$ cat config.mk
export PLATFORM = sky130hd
export DESIGN_NAME = led_digit_driver
export DESIGN_NICKNAME = d
export VERILOG_FILES = /design/src/rtl/led_driver_pkg.sv /design/src/rtl/code_b_decoder.sv /design/src/rtl/led_digit_driver.sv
export SDC_FILE = /design/constraint.sdc
export NUM_CORES = 1
export LEC_CHECK = 0
export BUFFER_PORTS_ARGS = -buffer_cell sky130_fd_sc_hd__buf_4
export CAP_MARGIN = 20
export CELL_PAD_IN_SITES_DETAIL_PLACEMENT = 2
export CELL_PAD_IN_SITES_GLOBAL_PLACEMENT = 2
export CORE_ASPECT_RATIO = 0.7
export CORE_MARGIN = 3
export CORE_UTILIZATION = 30
export DETAILED_ROUTE_END_ITERATION = 10
export MAX_ROUTING_LAYER = met4
export PLACE_DENSITY_LB_ADDON = 0.08
export SYNTH_ARGS = -nofsm -noshare
export SYNTH_HDL_FRONTEND = slang
export SYNTH_SLANG_ARGS = --single-unit
$ cat constraint.sdc
create_clock -name pclk -period 3.05 [get_ports pclk]
set_input_delay 0.61 -clock pclk [delete_from_list [all_inputs] [get_ports pclk]]
set_output_delay 0.61 -clock pclk [all_outputs]
set_load 0.05 [all_outputs]
$ cat src/rtl/led_driver_pkg.sv
package led_driver_pkg;
	// Serial word layout: selector in the upper byte, value in the lower byte, MSB first
	localparam int WORD_W = 16;
	localparam int SEL_LSB = 8;
	localparam int SEL_W = 4;
	localparam int DIGITS = 8;
	localparam int SUB_W = 4;

	localparam logic [3:0] SEL_NOOP = 4'h0;
	localparam logic [3:0] SEL_DIGIT0 = 4'h1;
	localparam logic [3:0] SEL_DIGIT7 = 4'h8;
	localparam logic [3:0] SEL_DECODE = 4'h9;
	localparam logic [3:0] SEL_INTENSITY = 4'ha;
	localparam logic [3:0] SEL_LIMIT = 4'hb;
	localparam logic [3:0] SEL_SHUTDOWN = 4'hc;
	localparam logic [3:0] SEL_SWRESET = 4'hd;
	localparam logic [3:0] SEL_CLKSEL = 4'he;
	localparam logic [3:0] SEL_TEST = 4'hf;

	localparam logic [7:0] RST_DIGIT = 8'h00;
	localparam logic [7:0] RST_DECODE = 8'h00;
	localparam logic [3:0] RST_INTENSITY = 4'h0;
	localparam logic [2:0] RST_LIMIT = 3'h7;
	localparam logic RST_SHUTDOWN = 1'b1;

	// APB register map
	localparam logic [11:0] OFS_CTRL = 12'h000;
	localparam logic [11:0] OFS_STATUS = 12'h004;
	localparam logic [11:0] OFS_WORD = 12'h008;
	localparam logic RST_LINK_EN = 1'b1;

	// Timing
	localparam int CLK_PERIOD_NS = 4;
	localparam int LINK_MAX_KHZ = 10000;
	localparam int SCAN_SLOT_NS = 1000;
	localparam int SCAN_SLOT_CYC = (SCAN_SLOT_NS / CLK_PERIOD_NS < 1) ? 1 : SCAN_SLOT_NS / CLK_PERIOD_NS;
endpackage : led_driver_pkg

$ cat src/rtl/code_b_decoder.sv
`timescale 1ns/1ps
module code_b_decoder
(
	input wire logic [7:0] raw, // Stored digit byte
	input wire logic decode_en, // Use code-B table
	output logic [7:0] segments // dp,a,b,c,d,e,f,g
);
	logic [6:0] glyph;

	always_comb
	begin
		unique case (raw[3:0])
			4'h0: glyph = 7'h7e;
			4'h1: glyph = 7'h30;
			4'h2: glyph = 7'h6d;
			4'h3: glyph = 7'h79;
			4'h4: glyph = 7'h33;
			4'h5: glyph = 7'h5b;
			4'h6: glyph = 7'h5f;
			4'h7: glyph = 7'h70;
			4'h8: glyph = 7'h7f;
			4'h9: glyph = 7'h7b;
			4'ha: glyph = 7'h01;
			4'hb: glyph = 7'h4f;
			4'hc: glyph = 7'h37;
			4'hd: glyph = 7'h0e;
			4'he: glyph = 7'h67;
			4'hf: glyph = 7'h00;
		endcase
	end

	// Decimal point stays under direct control in both modes
	assign segments = decode_en ? {raw[7], glyph} : raw;
endmodule : code_b_decoder

$ cat src/rtl/led_digit_driver.sv
`timescale 1ns/1ps
module led_digit_driver
	import led_driver_pkg::*;
#(
	parameter int SCAN_DIV = SCAN_SLOT_CYC
)
(
	input wire logic pclk, // Clock, 250 MHz
	input wire logic presetn, // Async reset, active low
	input wire logic [11:0] paddr, // APB address
	input wire logic psel, // APB select
	input wire logic penable, // APB enable
	input wire logic pwrite, // APB direction
	input wire logic [31:0] pwdata, // APB write data
	output logic [31:0] prdata, // APB read data
	output logic pready, // APB ready
	output logic pslverr, // APB error on unmapped address
	input wire logic serial_clk, // Serial clock pin
	input wire logic serial_din, // Serial data pin
	input wire logic load_strobe, // Word latch strobe pin
	input wire logic ext_scan_clk, // External scan clock pin
	output logic serial_dout, // Cascade data out
	output logic [7:0] digit_drive_lines, // Digit sinks, low selects
	output logic [7:0] segment_drive_lines // dp,a..g, high lights
);
	localparam int PIN_N = 4;
	localparam int DIV_W = $clog2(SCAN_DIV + 1);

	logic [PIN_N-1:0] pin_vec;
	logic [PIN_N-1:0] sync1_q, sync2_q, sync3_q;
	logic clk_rise, clk_fall, load_rise, ext_rise, din_s;
	logic [WORD_W-1:0] sr_q, last_word_q;
	logic out_bit_q, dout_q;
	logic [7:0] digit_mem_q [DIGITS];
	logic [7:0] decode_q;
	logic [3:0] intensity_q;
	logic [2:0] limit_q;
	logic shutdown_q, test_q, clksel_q, link_en_q;
	logic [SEL_W-1:0] sel;
	logic [7:0] val;
	logic [DIV_W-1:0] div_q;
	logic int_tick, scan_tick;
	logic [SUB_W-1:0] sub_q;
	logic [2:0] idx_q;
	logic [7:0] pattern, digit_q, seg_q;
	logic apb_hit;
	logic [31:0] rd_data, prdata_q;
	logic pready_q, pslverr_q;

	// Pins come from outside the pclk domain; only stages two and three feed logic
	assign pin_vec = {ext_scan_clk, load_strobe, serial_din, serial_clk};
	generate
		for (genvar i = 0; i < PIN_N; i++)
		begin : g_sync
			always_ff @(posedge pclk or negedge presetn)
			begin
				if (!presetn)
					{sync3_q[i], sync2_q[i], sync1_q[i]} <= 3'h0;
				else
					{sync3_q[i], sync2_q[i], sync1_q[i]} <= {sync2_q[i], sync1_q[i], pin_vec[i]};
			end
		end
	endgenerate

	assign clk_rise = sync2_q[0] & ~sync3_q[0];
	assign clk_fall = ~sync2_q[0] & sync3_q[0];
	assign din_s = sync2_q[1];
	assign load_rise = sync2_q[2] & ~sync3_q[2];
	assign ext_rise = sync2_q[3] & ~sync3_q[3];

	// Shift path; the extra stage gives the half clock beyond sixteen
	always_ff @(posedge pclk or negedge presetn)
	begin
		if (!presetn)
		begin
			sr_q <= '0;
			out_bit_q <= 1'b0;
		end
		else if (clk_rise)
		begin
			sr_q <= {sr_q[WORD_W-2:0], din_s};
			out_bit_q <= sr_q[WORD_W-1];
		end
	end

	always_ff @(posedge pclk or negedge presetn)
	begin
		if (!presetn)
			dout_q <= 1'b0;
		else if (clk_fall)
			dout_q <= out_bit_q;
	end

	assign serial_dout = dout_q;

	// Word decode, first bit shifted is the MSB
	assign sel = sr_q[SEL_LSB +: SEL_W];
	assign val = sr_q[7:0];

	always_ff @(posedge pclk or negedge presetn)
	begin
		if (!presetn)
			last_word_q <= '0;
		else if (load_rise)
			last_word_q <= sr_q;
	end

	// Settings storage; a serial reset restores power-up values
	always_ff @(posedge pclk or negedge presetn)
	begin
		if (!presetn)
		begin
			for (int d = 0; d < DIGITS; d++)
				digit_mem_q[d] <= RST_DIGIT;
			decode_q <= RST_DECODE;
			intensity_q <= RST_INTENSITY;
			limit_q <= RST_LIMIT;
			shutdown_q <= RST_SHUTDOWN;
			test_q <= 1'b0;
			clksel_q <= 1'b0;
		end
		else if (load_rise && link_en_q)
		begin
			if (sel >= SEL_DIGIT0 && sel <= SEL_DIGIT7)
				digit_mem_q[3'(sel - SEL_DIGIT0)] <= val;
			else if (sel == SEL_DECODE)
				decode_q <= val;
			else if (sel == SEL_INTENSITY)
				intensity_q <= val[3:0];
			else if (sel == SEL_LIMIT)
				limit_q <= val[2:0];
			else if (sel == SEL_SHUTDOWN)
				shutdown_q <= ~val[0];
			else if (sel == SEL_CLKSEL)
				clksel_q <= val[0];
			else if (sel == SEL_TEST)
				test_q <= val[0];
			else if (sel == SEL_SWRESET)
			begin
				for (int d = 0; d < DIGITS; d++)
					digit_mem_q[d] <= RST_DIGIT;
				decode_q <= RST_DECODE;
				intensity_q <= RST_INTENSITY;
				limit_q <= RST_LIMIT;
				shutdown_q <= RST_SHUTDOWN;
				test_q <= 1'b0;
				clksel_q <= 1'b0;
			end
		end
	end

	// Scan timing: internal divider or external clock edges
	assign int_tick = (div_q == DIV_W'(SCAN_DIV - 1));
	assign scan_tick = clksel_q ? ext_rise : int_tick;

	always_ff @(posedge pclk or negedge presetn)
	begin
		if (!presetn)
			div_q <= '0;
		else if (int_tick)
			div_q <= '0;
		else
			div_q <= div_q + 1'b1;
	end

	// Each digit slot is split into 16 sub-slots for duty-cycle dimming
	always_ff @(posedge pclk or negedge presetn)
	begin
		if (!presetn)
		begin
			sub_q <= '0;
			idx_q <= '0;
		end
		else if (idx_q > limit_q)
		begin
			sub_q <= '0;
			idx_q <= '0;
		end
		else if (scan_tick)
		begin
			sub_q <= sub_q + 1'b1;
			if (sub_q == {SUB_W{1'b1}})
				idx_q <= (idx_q == limit_q) ? 3'h0 : idx_q + 3'h1;
		end
	end

	code_b_decoder u_dec
	(
		.raw(digit_mem_q[idx_q]),
		.decode_en(decode_q[idx_q]),
		.segments(pattern)
	);

	// Test mode wins over shutdown so wiring can be checked while blanked
	always_ff @(posedge pclk or negedge presetn)
	begin
		if (!presetn)
		begin
			digit_q <= 8'hff;
			seg_q <= 8'h00;
		end
		else if (shutdown_q && !test_q)
		begin
			digit_q <= 8'hff;
			seg_q <= 8'h00;
		end
		else
		begin
			digit_q <= ~(8'h01 << idx_q);
			if (test_q)
				seg_q <= 8'hff;
			else if (sub_q <= intensity_q)
				seg_q <= pattern;
			else
				seg_q <= 8'h00;
		end
	end

	assign digit_drive_lines = digit_q;
	assign segment_drive_lines = seg_q;

	// APB slave: one wait state, write lands at the edge that sees pready
	assign apb_hit = (paddr == OFS_CTRL) || (paddr == OFS_STATUS) || (paddr == OFS_WORD);

	always_comb
	begin
		rd_data = 32'h0;
		if (paddr == OFS_CTRL)
			rd_data = {31'h0, link_en_q};
		else if (paddr == OFS_STATUS)
			rd_data = {16'h0, 1'b0, idx_q, 1'b0, limit_q, intensity_q, 1'b0, clksel_q, test_q, shutdown_q};
		else if (paddr == OFS_WORD)
			rd_data = {16'h0, last_word_q};
	end

	always_ff @(posedge pclk or negedge presetn)
	begin
		if (!presetn)
		begin
			pready_q <= 1'b0;
			pslverr_q <= 1'b0;
			prdata_q <= 32'h0;
		end
		else if (psel && penable && !pready_q)
		begin
			pready_q <= 1'b1;
			pslverr_q <= ~apb_hit;
			prdata_q <= pwrite ? 32'h0 : rd_data;
		end
		else
		begin
			pready_q <= 1'b0;
			pslverr_q <= 1'b0;
		end
	end

	always_ff @(posedge pclk or negedge presetn)
	begin
		if (!presetn)
			link_en_q <= RST_LINK_EN;
		else if (psel && penable && pready_q && pwrite && paddr == OFS_CTRL)
			link_en_q <= pwdata[0];
	end

	assign pready = pready_q;
	assign pslverr = pslverr_q;
	assign prdata = prdata_q;
endmodule : led_digit_driver

==> impl_metrics.toml <==
[run_status]
status = "finished clean"

[critical_path]
critical_path_arrival_ns = 3.03
critPathSlowestCell = "o221ai_1"
cp-start-kind = "flip-flop"
worst-path-stages = 9
r2r_end = "digit_mem_q[63]"
ff2ff_path_depth = 9
crit_type = "flip-flop to flip-flop"
cpLargestDelayFamily = "compound AO/OA/AOI/OAI gates"
rrSetupSlack_ns = 0.36
r2r_start = "sr_q[9]"
required_ns = 3.39
crit_chain = "inv_1 > ha_1 > buf_4 > xor2_1 > nor2_1 > o221ai_1 > buf_4 > nand2_1 > o21ai_0"
cp_common_cell = "buf_4"
crit_fanout = 11
crit_path_max_incr_delay_ns = 0.62
cp-end-kind = "flip-flop"
crit_buf_inv = 3

[global_routing]
overflow = 0
grt_max_degree = 73
grt_pass1_vias = 6868
grt_use_total_pct = 18.5
grt_pass1_wl_um = 41400
grt_antenna_before_repair = 1

[route]
vias = 6193
detail-route-antenna-nets = 0
detail_route.wl_per_cell_um = 21.5
wirelength_um = 26200
drtIter0Drc = 229
drt_pass1_iterations = 4
drc = 0
viasPerCell = 5.09

[logic_synthesis]
synth_edf_count = 0
ys.warnings.count = 0
yosysMostFrequentCell = "dfrtp_1"
synth.avg_cell_area_um2 = 10.9
ys_seq_elements = 177
synthTopCellsByCount = "dfrtp_1, nand2_1, o21ai_0"
ys_seq_area_share_pct = 53.0
synth_area_um2 = 8380
synth_top_area_share_pct = 49.0
synth_async_sr_flop_share_pct = 100
netlist_instances = 769
yosysTopAreaCell = "dfrtp_1"
ys.flop_type = "dfrtp_1"
synth_cell_type_count = 62
synth_area_leaders = "dfrtp_1, nand2_1, o21ai_0, mux2_2, dfstp_2"

[timing]
worstMarginPinSlew_ns = 0.967
slew_headroom_pct = 35.6
fin_setup_tns_ns = 0
slew_viol_final = 0
period_share_pct = 88.2
finalCriticalPeriod_ns = 2.69
setup_viol = 0
hold_viol = 0
timing.fmax_ghz = 0.372
hold_slack_ns = 0.182
rsz0062_at_grt = "no"
worst_clock_skew_ns = 0.0126

[final_layout]
fin_nets = 919
drive_gt1_share_pct = 21.5
area_growth_pct = 18.2
diodes = 0
postLayoutCoreUtil_pct = 36.6

[floorplanning]
dieHeight_um = 146
die_area_um2 = 30000
io_pins = 104
core_area_um2 = 27100
die_width_um = 206
initial_utilization_pct = 30.9
rows = 50

[place]
portBuffers = 56
hpwlAfterDp_um = 19100
routabilityCongestion = 0.770

[cts]
cts.repair.resized = 0
cts_buffers = 17
cts_tree = "yes"
htree_levels = 4
clock_sinks = 177
post_cts.repair.setup_buffers = 0
insertion_delay_ns = 0.44
clock_path_buffers = 2
hold_buffers = 0
clkTransAtPathRegs_ns = 0.07
cts_root_buf = "clkbuf_16"

[pwr]
p_leak_uw = 0.00437
p_per_area_nw_per_um2 = 634
ir_worst_vdd_mv = 0.381

[job]
maxCapViolCount = 0

[worst_hold_path]
hp-class = "input port to asynchronous set/reset pin"
==> power by group <==
group	internal, uW	switching [uW]	leakage (uW)	total [uW]
logic	360	821	0.00172	1180
clock network	1350	1040	0.000308	2390
registers	2520	195	0.00234	2720
==> routing by layer <==
metal  vias to the layer above  share of wire, %  track usage, %
li1                       2808                 -               -
met1                      3276                50            27.2
met2                        90                45            26.9
met3                        19               4.1            3.35
met4                         0              0.80            3.46
met5                         -                 0               -
==> final cells by class <==
type / count / area (um2)
timing repair buffer: 84 / 647
fill: 2881 / 17200
tap: 364 / 455
clock inverter: 14 / 193
inverter: 25 / 93.8
clock buffer: 18 / 439
sequential: 177 / 4450
multi-input combinational: 535 / 3630
==> cells in the final DEF (no fill, tap or decap), types with 17 or more instances in the layout <==
master | Yosys | layout
mux2_2 | 36 | 36
nor2_1 | 41 | 41
nand2_1 | 138 | 138
dfrtp_1 | 164 | 164
ha_1 | 26 | 26
buf_4 | 17 | 82
nand2b_1 | 17 | 17
inv_1 | 24 | 24
clkbuf_16 | 0 | 17
o21ai_0 | 101 | 101
==> state kept, by name, summed over array words and instances (netlist names), 3 cells and up <==
register	flops
prdata	16
sync2_q	3
intensity_q	4
segment_drive_lines	8
digit_mem_q	64
last_word_q	16
div_q	8
idx_q	3
sr_q	16
sync3_q	3
sync1_q	4
limit_q	3
digit_drive_lines	8
sub_q	4
decode_q	8
==> worst max path at each step <==
| stage | from | to | slack (ns) |
|---|---|---|---|
| after floorplan | idx_q[0] | segment_drive_lines[2] | 0.62 |
| after global placement | sr_q[9] | digit_mem_q[54] | 0.33 |
| after detailed placement | sr_q[9] | digit_mem_q[63] | 0.18 |
| after CTS | sr_q[9] | digit_mem_q[63] | 0.15 |
| after global routing | sr_q[9] | digit_mem_q[63] | 0.12 |
| final | sr_q[9] | digit_mem_q[63] | 0.36 |
==> worst register-to-register path, stage by stage, from the launching register on <==
cell      delay [ns]
dfrtp_1         0.43
inv_1           0.12
ha_1            0.17
buf_4           0.19
xor2_1          0.54
nor2_1          0.11
o221ai_1        0.62
buf_4           0.28
nand2_1         0.06
o21ai_0         0.07
==> through the flow <==
stage / total power, uW / instance area, um2 / worst slack, ns / cells
floorplan: 3410 / 8440 / 0.619 / 784
CTS: 6380 / 9900 / 0.151 / 1216
finish: 6280 / 9910 / 0.361 / 1217
global route: 6620 / 9910 / 0.122 / 1217
global placement: 3880 / 9260 / 0.326 / 1183
detailed placement: 3940 / 9270 / 0.177 / 1184
==> kinds of logic after synthesis <==
group / after synthesis / share of synthesized area (%)
DFF: 177 / 53.0
other: 1 / 0.0447
AOI/OAI and AO/OA: 161 / 11.7
xor gates and xnor gates: 10 / 1.04
buffers and inverters: 72 / 4.34
and+or+nand+nor: 255 / 13.7
muxes: 67 / 12.2
adders and majority gates: 26 / 3.88
No activity file was read; power rests on OpenSTA's default activity.
